===== src/gpl_pkg.sv =====
// package for the programmable io port: register map, resets, carriers
package gpl_pkg;
    // register byte offsets on the axi4-lite bus
    localparam logic [5:0] OFS_FUNC_SEL = 6'h00;
    localparam logic [5:0] OFS_DIR_LOW = 6'h04;
    localparam logic [5:0] OFS_DIR_HIGH = 6'h08;
    localparam logic [5:0] OFS_DATA_LOW = 6'h0C;
    localparam logic [5:0] OFS_DATA_HIGH = 6'h10;
    localparam logic [5:0] OFS_IRQ_EN_LOW = 6'h14;
    localparam logic [5:0] OFS_IRQ_EN_HIGH = 6'h18;
    localparam logic [5:0] OFS_FLAGS_LOW = 6'h1C;
    localparam logic [5:0] OFS_FLAGS_HIGH = 6'h20;
    localparam logic [5:0] OFS_MODE_CTRL = 6'h24;
    // field positions
    localparam int DATA_HIGH_LEVEL_BIT = 0;
    localparam int DATA_HIGH_SEL_BIT = 1;
    localparam int MODE_RX_SEL_BIT = 4;
    // reset values
    localparam logic [7:0] FUNC_SEL_RESET = 8'hFF;
    localparam logic [7:0] DIR_RESET = 8'h00;
    localparam logic [7:0] IRQ_EN_RESET = 8'h00;
    localparam logic [1:0] DATA_HIGH_RESET = 2'h2;
    localparam logic [7:0] MODE_CTRL_RESET = 8'h00;
    localparam int NUM_LINES = 9;
    // axi response codes
    localparam logic [1:0] RESP_OKAY = 2'h0;
    localparam logic [1:0] RESP_SLVERR = 2'h2;

    // per-line pin carrier
    typedef struct packed {
        logic [8:0] dataOut;
        logic [8:0] outEn;
    } gpl_pin_drive_t;

    // alternate function carrier from the on-chip peripherals
    typedef struct packed {
        logic [5:0] serialOut;
        logic [5:0] serialOutEn;
        logic clockOut;
        logic auxPwmOne;
        logic auxPwmZero;
    } gpl_alt_in_t;
endpackage


===== src/gpl_port.sv =====
// programmable nine-line io port with change-of-state interrupt and axi4-lite slave
// What this block does
// [RULE1] nine lines, each usable as input, output or change interrupt source
// [RULE2] function-select bit n set gives line n general purpose, clear gives alternate
// [RULE3] function select resets to all ones, lines 0-7 general purpose
// [RULE4] data-high bit 1 picks line 8 function; clear routes aux pwm zero
// [RULE5] direction registers: clear is input, set is output
// [RULE6] reset clears both direction registers, all lines inputs
// [RULE7] data registers read input levels and drive output levels
// [RULE8] line interrupts only when enabled, general purpose and input
// [RULE9] both rising and falling edges count as events
// [RULE10] an event sets its flag and raises the shared interrupt
// [RULE11] reading a flag register returns it then clears all its bits
// [RULE12] reset clears all interrupt enables
// [RULE13] lines 0-5 serial, 6 clock out, 7 aux pwm one, 8 aux pwm zero
// [RULE14] software keeps both frame syncs in serial function when serial used
// [RULE15] software clears select bit 3 with external serial clock
// [RULE16] mode bit 4 picks receive pin b (line 2) or pin a (line 4)
// [RULE17] line interrupt joins other peripheral interrupts on one core input
// [RULE18] software sets core mask bit 9 before interrupts reach the core
// [RULE19] interrupt line held low while flags pending, released after reads
// [RULE20] two-flop input sync, edge compare, set wins over read clear
`timescale 1ns/10ps
`default_nettype none
module gpl_port (
    input wire logic clock,
    input wire logic resetn,
    input wire logic [5:0] s_axi_awaddr,
    input wire logic s_axi_awvalid,
    output logic s_axi_awready,
    input wire logic [31:0] s_axi_wdata,
    input wire logic [3:0] s_axi_wstrb,
    input wire logic s_axi_wvalid,
    output logic s_axi_wready,
    output logic [1:0] s_axi_bresp,
    output logic s_axi_bvalid,
    input wire logic s_axi_bready,
    input wire logic [5:0] s_axi_araddr,
    input wire logic s_axi_arvalid,
    output logic s_axi_arready,
    output logic [31:0] s_axi_rdata,
    output logic [1:0] s_axi_rresp,
    output logic s_axi_rvalid,
    input wire logic s_axi_rready,
    input wire logic [8:0] lineIn,
    output gpl_pkg::gpl_pin_drive_t lineDrive,
    input wire gpl_pkg::gpl_alt_in_t altIn,
    input wire logic otherPeriphIrqN,
    output logic serialRxData,
    output logic peripheralCoreInterruptN
);
    logic [7:0] funcSel_r;
    logic [7:0] dirLow_r;
    logic dirHigh_r;
    logic [7:0] dataLow_r;
    logic [1:0] dataHigh_r;
    logic [7:0] irqEnLow_r;
    logic irqEnHigh_r;
    logic [7:0] flagsLow_r;
    logic flagsHigh_r;
    logic [7:0] mode_control_word_r;
    logic [8:0] sync1_r;
    logic [8:0] sync2_r;
    logic [8:0] prev_r;
    logic [8:0] isGp;
    logic [8:0] isOut;
    logic [8:0] irqEn;
    logic [8:0] lineEvent;
    logic [8:0] driveLevel;
    logic [8:0] driveEn;
    logic [8:0] gpData;
    logic [5:0] awAddr_r;
    logic awHave_r;
    logic [31:0] wData_r;
    logic [3:0] wStrb_r;
    logic wHave_r;
    logic doWrite;
    logic doRead;
    logic readFlagsLow;
    logic readFlagsHigh;
    logic [31:0] rdMux;
    logic rdOk;

    // per-line view of function, direction and enable
    always_comb begin
        isGp = {dataHigh_r[gpl_pkg::DATA_HIGH_SEL_BIT], funcSel_r}; // RULE2 RULE4
        isOut = {dirHigh_r, dirLow_r}; // RULE5
        irqEn = {irqEnHigh_r, irqEnLow_r};
        gpData = {dataHigh_r[gpl_pkg::DATA_HIGH_LEVEL_BIT], dataLow_r}; // RULE7
    end

    // input synchroniser; first stage feeds only the second
    always_ff @(posedge clock or negedge resetn) begin
        if (!resetn) begin
            sync1_r <= 9'h000;
            sync2_r <= 9'h000;
            prev_r <= 9'h000;
        end else begin
            sync1_r <= lineIn; // RULE20
            sync2_r <= sync1_r;
            prev_r <= sync2_r;
        end
    end

    // change detect and pin muxing, one slice per line
    genvar g;
    generate
        for (g = 0; g < gpl_pkg::NUM_LINES; g++) begin : gLine
            // either edge qualifies; only enabled general-purpose inputs
            assign lineEvent[g] = (sync2_r[g] ^ prev_r[g]) // RULE9 RULE20
                & irqEn[g] & isGp[g] & ~isOut[g]; // RULE8 RULE1
            if (g < 6) begin : gSer
                assign driveLevel[g] = isGp[g] ? gpData[g] : altIn.serialOut[g]; // RULE13
                assign driveEn[g] = isGp[g] ? isOut[g] : altIn.serialOutEn[g];
            end else if (g == 6) begin : gClk
                assign driveLevel[g] = isGp[g] ? gpData[g] : altIn.clockOut; // RULE13
                assign driveEn[g] = isGp[g] ? isOut[g] : 1'b1;
            end else if (g == 7) begin : gAux1
                assign driveLevel[g] = isGp[g] ? gpData[g] : altIn.auxPwmOne; // RULE13
                assign driveEn[g] = isGp[g] ? isOut[g] : 1'b1;
            end else begin : gAux0
                assign driveLevel[g] = isGp[g] ? gpData[g] : altIn.auxPwmZero; // RULE4
                assign driveEn[g] = isGp[g] ? isOut[g] : 1'b1;
            end
        end
    endgenerate

    // pin drivers registered so outputs come from flops; costs one cycle of lag
    always_ff @(posedge clock or negedge resetn) begin
        if (!resetn) begin
            lineDrive <= '0;
        end else begin
            lineDrive.dataOut <= driveLevel; // RULE7
            lineDrive.outEn <= driveEn; // RULE5
        end
    end

    // receive pin select: b is line 2, a is line 4
    always_ff @(posedge clock or negedge resetn) begin
        if (!resetn) begin
            serialRxData <= 1'b0;
        end else if (mode_control_word_r[gpl_pkg::MODE_RX_SEL_BIT]) begin
            serialRxData <= sync2_r[2]; // RULE16
        end else begin
            serialRxData <= sync2_r[4]; // RULE16
        end
    end

    // write channel capture, address and data taken in either order
    assign doWrite = awHave_r & wHave_r & ~s_axi_bvalid;
    always_ff @(posedge clock or negedge resetn) begin
        if (!resetn) begin
            awHave_r <= 1'b0;
            wHave_r <= 1'b0;
            awAddr_r <= 6'h00;
            wData_r <= 32'h0000_0000;
            wStrb_r <= 4'h0;
            s_axi_awready <= 1'b0;
            s_axi_wready <= 1'b0;
            s_axi_bvalid <= 1'b0;
            s_axi_bresp <= gpl_pkg::RESP_OKAY;
        end else begin
            s_axi_awready <= ~awHave_r & ~s_axi_awready & s_axi_awvalid;
            s_axi_wready <= ~wHave_r & ~s_axi_wready & s_axi_wvalid;
            if (s_axi_awvalid && s_axi_awready) begin
                awHave_r <= 1'b1;
                awAddr_r <= s_axi_awaddr;
            end
            if (s_axi_wvalid && s_axi_wready) begin
                wHave_r <= 1'b1;
                wData_r <= s_axi_wdata;
                wStrb_r <= s_axi_wstrb;
            end
            if (doWrite) begin
                awHave_r <= 1'b0;
                wHave_r <= 1'b0;
                s_axi_bvalid <= 1'b1;
                s_axi_bresp <= writeOk(awAddr_r) ? gpl_pkg::RESP_OKAY : gpl_pkg::RESP_SLVERR;
            end else if (s_axi_bvalid && s_axi_bready) begin
                s_axi_bvalid <= 1'b0;
            end
        end
    end

    // writable offsets; flag registers are read-only
    function automatic logic writeOk(input logic [5:0] a);
        case (a)
            gpl_pkg::OFS_FUNC_SEL, gpl_pkg::OFS_DIR_LOW, gpl_pkg::OFS_DIR_HIGH,
            gpl_pkg::OFS_DATA_LOW, gpl_pkg::OFS_DATA_HIGH, gpl_pkg::OFS_IRQ_EN_LOW,
            gpl_pkg::OFS_IRQ_EN_HIGH, gpl_pkg::OFS_MODE_CTRL: writeOk = 1'b1;
            default: writeOk = 1'b0;
        endcase
    endfunction

    // control registers, byte lane 0 only carries data
    always_ff @(posedge clock or negedge resetn) begin
        if (!resetn) begin
            funcSel_r <= gpl_pkg::FUNC_SEL_RESET; // RULE3
            dirLow_r <= gpl_pkg::DIR_RESET; // RULE6
            dirHigh_r <= 1'b0; // RULE6
            dataLow_r <= 8'h00;
            dataHigh_r <= gpl_pkg::DATA_HIGH_RESET;
            irqEnLow_r <= gpl_pkg::IRQ_EN_RESET; // RULE12
            irqEnHigh_r <= 1'b0; // RULE12
            mode_control_word_r <= gpl_pkg::MODE_CTRL_RESET;
        end else if (doWrite && wStrb_r[0]) begin
            case (awAddr_r)
                gpl_pkg::OFS_FUNC_SEL: funcSel_r <= wData_r[7:0]; // RULE2
                gpl_pkg::OFS_DIR_LOW: dirLow_r <= wData_r[7:0]; // RULE5
                gpl_pkg::OFS_DIR_HIGH: dirHigh_r <= wData_r[0];
                gpl_pkg::OFS_DATA_LOW: dataLow_r <= wData_r[7:0]; // RULE7
                gpl_pkg::OFS_DATA_HIGH: dataHigh_r <= wData_r[1:0]; // RULE4
                gpl_pkg::OFS_IRQ_EN_LOW: irqEnLow_r <= wData_r[7:0]; // RULE8
                gpl_pkg::OFS_IRQ_EN_HIGH: irqEnHigh_r <= wData_r[0];
                gpl_pkg::OFS_MODE_CTRL: mode_control_word_r <= wData_r[7:0]; // RULE16
                default: ;
            endcase
        end
    end

    // read mux: input lines show pin level, output lines the latch
    always_comb begin
        rdMux = 32'h0000_0000;
        rdOk = 1'b1;
        case (s_axi_araddr)
            gpl_pkg::OFS_FUNC_SEL: rdMux[7:0] = funcSel_r;
            gpl_pkg::OFS_DIR_LOW: rdMux[7:0] = dirLow_r;
            gpl_pkg::OFS_DIR_HIGH: rdMux[0] = dirHigh_r;
            gpl_pkg::OFS_DATA_LOW: rdMux[7:0] = (dirLow_r & dataLow_r)
                | (~dirLow_r & sync2_r[7:0]); // RULE7
            gpl_pkg::OFS_DATA_HIGH: rdMux[1:0] = {dataHigh_r[1],
                dirHigh_r ? dataHigh_r[0] : sync2_r[8]}; // RULE7
            gpl_pkg::OFS_IRQ_EN_LOW: rdMux[7:0] = irqEnLow_r;
            gpl_pkg::OFS_IRQ_EN_HIGH: rdMux[0] = irqEnHigh_r;
            gpl_pkg::OFS_FLAGS_LOW: rdMux[7:0] = flagsLow_r; // RULE11
            gpl_pkg::OFS_FLAGS_HIGH: rdMux[0] = flagsHigh_r; // RULE11
            gpl_pkg::OFS_MODE_CTRL: rdMux[7:0] = mode_control_word_r;
            default: rdOk = 1'b0;
        endcase
    end

    // read channel: address taken when no answer is pending
    assign doRead = s_axi_arvalid & s_axi_arready;
    assign readFlagsLow = doRead & (s_axi_araddr == gpl_pkg::OFS_FLAGS_LOW);
    assign readFlagsHigh = doRead & (s_axi_araddr == gpl_pkg::OFS_FLAGS_HIGH);
    always_ff @(posedge clock or negedge resetn) begin
        if (!resetn) begin
            s_axi_arready <= 1'b0;
            s_axi_rvalid <= 1'b0;
            s_axi_rdata <= 32'h0000_0000;
            s_axi_rresp <= gpl_pkg::RESP_OKAY;
        end else begin
            s_axi_arready <= s_axi_arvalid & ~s_axi_arready & ~s_axi_rvalid;
            if (doRead) begin
                s_axi_rvalid <= 1'b1;
                s_axi_rdata <= rdMux;
                s_axi_rresp <= rdOk ? gpl_pkg::RESP_OKAY : gpl_pkg::RESP_SLVERR;
            end else if (s_axi_rvalid && s_axi_rready) begin
                s_axi_rvalid <= 1'b0;
            end
        end
    end

    // flags: clear on read, but a same-cycle event survives the clear
    always_ff @(posedge clock or negedge resetn) begin
        if (!resetn) begin
            flagsLow_r <= 8'h00;
            flagsHigh_r <= 1'b0;
        end else begin
            flagsLow_r <= (readFlagsLow ? 8'h00 : flagsLow_r) // RULE11
                | lineEvent[7:0]; // RULE10 RULE20
            flagsHigh_r <= (readFlagsHigh ? 1'b0 : flagsHigh_r) // RULE11
                | lineEvent[8]; // RULE10 RULE20
        end
    end

    // active-low core interrupt: pending flags or any other peripheral source
    always_ff @(posedge clock or negedge resetn) begin
        if (!resetn) begin
            peripheralCoreInterruptN <= 1'b1;
        end else begin
            peripheralCoreInterruptN <= ~((|flagsLow_r) | flagsHigh_r) & otherPeriphIrqN; // RULE17 RULE19
        end
    end
endmodule
`default_nettype wire


===== config.mk =====
export PLATFORM = sky130hd
export DESIGN_NAME = gpl_port
export DESIGN_NICKNAME = d
export VERILOG_FILES = /design/src/gpl_pkg.sv /design/src/gpl_port.sv
export SDC_FILE = /design/constraint.sdc
export NUM_CORES = 1
export LEC_CHECK = 0
export BUFFER_PORTS_ARGS = -buffer_cell sky130_fd_sc_hd__buf_2
export CAP_MARGIN = 25
export CORE_MARGIN = 2
export CORE_UTILIZATION = 30
export DETAILED_ROUTE_END_ITERATION = 7
export SYNTH_ARGS = -nofsm -noshare
export SYNTH_HDL_FRONTEND = slang
export SYNTH_SLANG_ARGS = --single-unit

===== constraint.sdc =====
create_clock -name clock -period 4.2 [get_ports clock]
set_clock_uncertainty 0.1 [all_clocks]
set_input_delay 0.21 -clock clock [delete_from_list [all_inputs] [get_ports clock]]
set_output_delay 0.21 -clock clock [all_outputs]
set_load 0.01 [all_outputs]

---- Word-level counts from Yosys, hierarchy flattened ----
Index checks and enable logic that the tools add are counted.
operators by class
  bitwise logic cells ..................... 72
  equal/unequal tests ..................... 16
  reduce and logical (&&, ||, !) cells .... 22
  multiplexer cells ....................... 38
operators by type and width
  operator            number
  $eq 6x5->1 const B  7
  $and 1x1->1         39
  $pmux 6 s6          1
  $mux 1              32
  $eq 6x4->1 const B  4
  $eq 6x6->1 const B  3
  $not 1->1           17
  $and 8x8->8         2
  $or 8x8->8          2
  $reduce_and 2->1    8
  $reduce_or 8->1     2
  $eq 6x3->1 const B  2
  $logic_not 6->1     2
  $pmux 1 s10         1
  $reduce_or 10->1    1
  $xor 1x1->1         9
  $mux 8              1
  $not 8->8           1
  $reduce_bool 2->1   4
  $pmux 1 s7          1
  $logic_and 1x1->1   5
  $mux 2              2
  $or 1x1->1          2
word-level totals
  input port bits ......................... 80
  output and inout port bits .............. 61
  word-level logic and storage cells ...... 178
  register bits after elaboration ......... 134

---- Logic depth before layout (Yosys ltp) ----
  depth in word-level cells ............... 5
  gate-level depth with buffers ........... 8
  depth with buffers taken out ............ 5

---- Worst setup path after synthesis ----
Ideal clock, no wire load.
  path kind ............................... reg-to-reg
  from .................................... reg s_axi_bvalid
  to ...................................... reg dataLow_r[0]
  library setup time ...................... 0.125 ns
  data required time ...................... 3.975 ns
  clock period less this slack ............ 1.982 ns
  arrival ................................. 1.758 ns
  buffers on the path ..................... 0
  setup slack ............................. 2.218 ns
  stages on the path, launching flop included .. 6
  cells stage by stage .................... dfrtp_1 nand3b_4 or4b_4 nor3_2 nand3_2 mux2_2
between the ends
  cells in the longest elaborated chain, start to end .. 4
RTL lines
  element                     RTL line         RTL
  from (decl)                 gpl_port.sv:36   output logic s_axi_bvalid,
  from (signal assigned)      gpl_port.sv:160  s_axi_bvalid <= 1'b0;
  from (signal assigned)      gpl_port.sv:177  s_axi_bvalid <= 1'b1;
  from (signal assigned)      gpl_port.sv:180  s_axi_bvalid <= 1'b0;
  $not 1->1                   gpl_port.sv:150  assign doWrite = awHave_r & wHave_r & ~s_axi_bvalid;
  $and 1x1->1                 gpl_port.sv:150
  $logic_and 1x1->1           gpl_port.sv:206  end else if (doWrite && wStrb_r[0]) begin
  $reduce_and 2->1 (no line)  --
  to (signal assigned)        gpl_port.sv:211  gpl_pkg::OFS_DATA_LOW: dataLow_r <= wData_r[7:0];
  to (decl)                   gpl_port.sv:55   logic [7:0] dataLow_r;
No other way between the ends.
A chain may end at the register's enable or synchronous reset.

---- Worst setup path after layout ----
  from .................................... reg s_axi_bvalid
  to ...................................... reg dataLow_r[7]
Same word-level chain as after synthesis.

==> reports/summary.md <==
Clocking
• 420 ps — Clock Latency Late Sink
• clkbuf_16 — buffer type at the clock tree root
• 17 — number of buffers created by CTS
• 0 — Post CTS Setup Buffer Count
• 4 — Clock H-tree levels
• built — CTS tree
• 60 ps — CTS clk-pin slew, worst paths
• 2 — number of buffers between clock root and the deepest sink
• 132 — number of sinks handled by clock tree synthesis

STA
• 116 ps — minimum hold slack
• 0 — number of endpoints with negative hold slack in the final report
• 2300 ps — minimum period implied by the final worst setup slack
• 700 ps — Tightest Pin Transition
• 435 MHz — peak clock frequency supported by timing
• 0 — total count of max-transition violations in the final report
• 0.534 — tightest slew margin relative to the limit
• 0 — final setup violation count
• 0 ps — final sum of negative setup slack
• no — setup repair after global routing missed its margin
• 0.548 — final critical-path share of the clock period

Detailed routing
• 186 — drt first-iter violations
• 15.7 um — Routed wire per std cell
• 12600 um — routed wire length
• 4 — total iterations of the first detailed-routing run
• 4.59 — Via density
• 0 — DR DRC count
• 3692 — DR vias
• 0 — antenna viol nets, final

Synthesis
• 0.0599 — area fraction in compound gates after synthesis
• 0.603 — sequential fraction of the synthesis area
• 0.190 — multiplexer share of the synthesized area
• 41 — post-synth cell types
• dfrtp_1 — most common cell in the synthesized netlist
• 0.0883 — simple logic cell fraction of the synthesized area
• multiplexers — main combinational cell family by area after synthesis
• dfrtp_1 — area leader, netlist
• 0 — Syn. warnings
• dfrtp_1 — most frequently used flop master after synthesis
• dfrtp_1 (56%), mux2_2 (16%), dfstp_2 (4.8%), buf_4 (3.6%), mux2i_1 (3.5%) — synth top area cells
• 0 — EDFF count, synth
• 132 — Seq cells post-synth
• 0.0143 — xor and xnor area share after synthesis
• 0.00550 mm^2 — Post-Syn Area
• 13.3 um^2 — Avg Inst Size Synth
• 413 — synthesized netlist cell count
• 0.555 — area share of the largest cell type after synthesis
• dfrtp_1 (122), mux2_2 (76), nand2_1 (29) — commonest cells in the netlist
• 1.00 — fraction of registers with async set or reset after synthesis
• 0 — post-synthesis share of cell area spent on full adders, half adders and majority gates

Hold path
• s_axi_araddr[0] — hold_sp
• primary input to register — Min-Delay Path Class
• 4 — worst hold path stage count
• flagsHigh_r$_DFF_PN0_ — worst-case hold path end point

Cells and area
• 642 — number of nets in the final layout
• 804 — Layout Cells excl Fill
• 1713 — fill cell instance count of the final layout
• 0 — number of antenna repair diodes
• 30.7% — Area Overhead vs Synth
• 0.377 — share of layout cells above drive strength 1

Setup path
• s_axi_bvalid$_DFFE_PN0P_ — start of the worst register-to-register path
• register — Critical Path End Type
• 4400 ps — required time reported for the critical path endpoint
• 5 — cell count of the worst reg-to-reg path
• register — kind of start point of the critical path
• register to register — kind of critical path
• 2500 ps — Worst Path Arrival
• 8 — largest fanout of any net on the critical path
• dataLow_r[7]$_DFFE_PN0P_ — terminus of the critical flop-to-flop path
• 1900 ps — slack of the worst reg-to-reg path

Floorplan
• 141 — # IOs
• 0.306 — initial core utilization
• 0.0194 mm^2 — DIE AREA
• 139 um — chip height
• 0.0180 mm^2 — Std-Cell Core Area
• 49 — number of standard-cell rows in the floorplan
• 139 um — width of the chip

GRT
• 0.136 — GRT Resource Usage Total
• 0 — initial antenna violation count
• 56 — pin count of the biggest net entering global routing
• 3873 — number of global-route vias before repair
• 20100 um — wire length of the first global-routing pass
• 0 — overall overflow remaining after global route

Placed design
• 0.759 — final estimated routing congestion in global placement
• 725 — cell count after placement
• 87 — Buffers on Ports
• 8570 um — Detailed Place HPWL

Power
• 0.464 — sequential share of power
• 562 mW/mm^2 — power density of the placed cells
• 0.167 — Logic pwr share
• 325 uV — Worst IR Drop VDD
• 0.00111 W — reported net switching power
• 0.369 — power share of the clock group
• 3.31 nW — Static Leak
• 0.274 — switching share of total power
• 0.00293 W — Int Power

Outcome
• finished, final reports clean — status

Job
• 0 — Max Cap Viol

## metal layers
metal / track usage / share of wire
met5: 0 / 0
met4: 0.0569 / 0.018
met2: 0.223 / 0.49
met1: 0.165 / 0.43
met3: 0.0430 / 0.056
## stage by stage
step,instance area [um^2],setup WS [ps],power [W],util
6_report,7180,1900,0.00404,0.400
5_1_grt,7180,1830,0.00426,0.400
4_1_cts,7180,1890,0.00410,0.400
3_5_place_dp,6120,1900,0.00255,0.341
3_3_place_gp,6120,1960,0.00252,0.341
2_1_floorplan,5590,2220,0.00228,-
## power by group through the flow
| stage | Clock [W] | Combinational, W | Sequential (W) |
|---|---|---|---|
| after floorplan | 0 | 0.000428 | 0.00185 |
| after global placement | 0 | 0.000634 | 0.00188 |
| after detailed placement | 0 | 0.000654 | 0.00190 |
| after CTS | 0.00153 | 0.000688 | 0.00188 |
| after global routing | 0.00159 | 0.000748 | 0.00192 |
| final | 0.00149 | 0.000673 | 0.00187 |
## cells in the final DEF (no fill, tap or decap), types with 2 or more instances in the layout
| cell type | n |
|---|---|
| dfstp_2 | 10 |
| o31ai_1 | 6 |
| nand2_1 | 29 |
| nand3b_4 | 2 |
| nor3_1 | 3 |
| nor2b_1 | 2 |
| dlygate4sd3_1 | 46 |
| buf_2 | 86 |
| clkbuf_8 | 2 |
| clkinv_2 | 5 |
| mux2_2 | 76 |
| clkbuf_1 | 3 |
| xnor2_1 | 9 |
| mux2i_1 | 19 |
| buf_4 | 5 |
| nand3_1 | 3 |
| nor2_1 | 22 |
| nand3b_1 | 3 |
| a21boi_0 | 2 |
| nor4_1 | 3 |
| a22o_1 | 4 |
| nand2b_1 | 4 |
| nor3_2 | 2 |
| dfrtp_1 | 122 |
| conb_1 | 26 |
| nor3b_1 | 3 |
| clkbuf_16 | 17 |
| nand2_2 | 3 |
| o21ai_0 | 14 |
| a21oi_1 | 14 |
| inv_1 | 4 |
| a221oi_1 | 8 |
| clkinvlp_4 | 2 |
| bufinv_16 | 3 |
## registers in the layout, indices dropped and copies added (netlist names), 9 cells and up
signal	count
sync2_r	9
lineDrive	18
prev_r	9
sync1_r	9
## how the worst max path moves through the flow
stage	startpoint	slack, ps	to	cells past startpoint
2_1_floorplan	s_axi_bvalid$_DFFE_PN0P_	2220	dataLow_r[0]$_DFFE_PN0P_	5
3_3_place_gp	s_axi_bvalid$_DFFE_PN0P_	1960	dataLow_r[5]$_DFFE_PN0P_	5
3_5_place_dp	s_axi_bvalid$_DFFE_PN0P_	1900	dataLow_r[5]$_DFFE_PN0P_	5
4_1_cts	s_axi_bvalid$_DFFE_PN0P_	1890	dataLow_r[5]$_DFFE_PN0P_	5
5_1_grt	s_axi_bvalid$_DFFE_PN0P_	1830	dataLow_r[6]$_DFFE_PN0P_	5
6_report	s_axi_bvalid$_DFFE_PN0P_	1900	dataLow_r[7]$_DFFE_PN0P_	5
## cells by family after synthesis
family                    after synthesis
DFF                                   132
muxes                                  95
and+or+nand+nor                        88
AOI/OAI and AO/OA                      51
buffers and inverters                  37
xor gates and xnor gates                9
other                                   1
## layout make-up
class / instances / area, um^2 / share of cell area
timing repair buffer: 138 / 936 / 0.130
sequential: 132 / 3320 / 0.462
inverter: 4 / 15.0 / 0.00209
tap: 229 / 287 / 0.0399
clock buffer: 22 / 464 / 0.0646
clock inverter: 10 / 130 / 0.0181
multi-input combinational: 269 / 2040 / 0.284
## critical path, cell delays in order (launching register included)
cell      delay (ps)
dfrtp_1          400
nand3b_4         190
or4b_4           580
nor3_2           160
nand3_2          350
mux2_2           400
## repair_timing
action	4_1_cts	5_1_grt
hold buffers	46	0
gates resized for setup	0	0
hold endpoints to repair	96	0
Power figures use the tool's default switching activity.
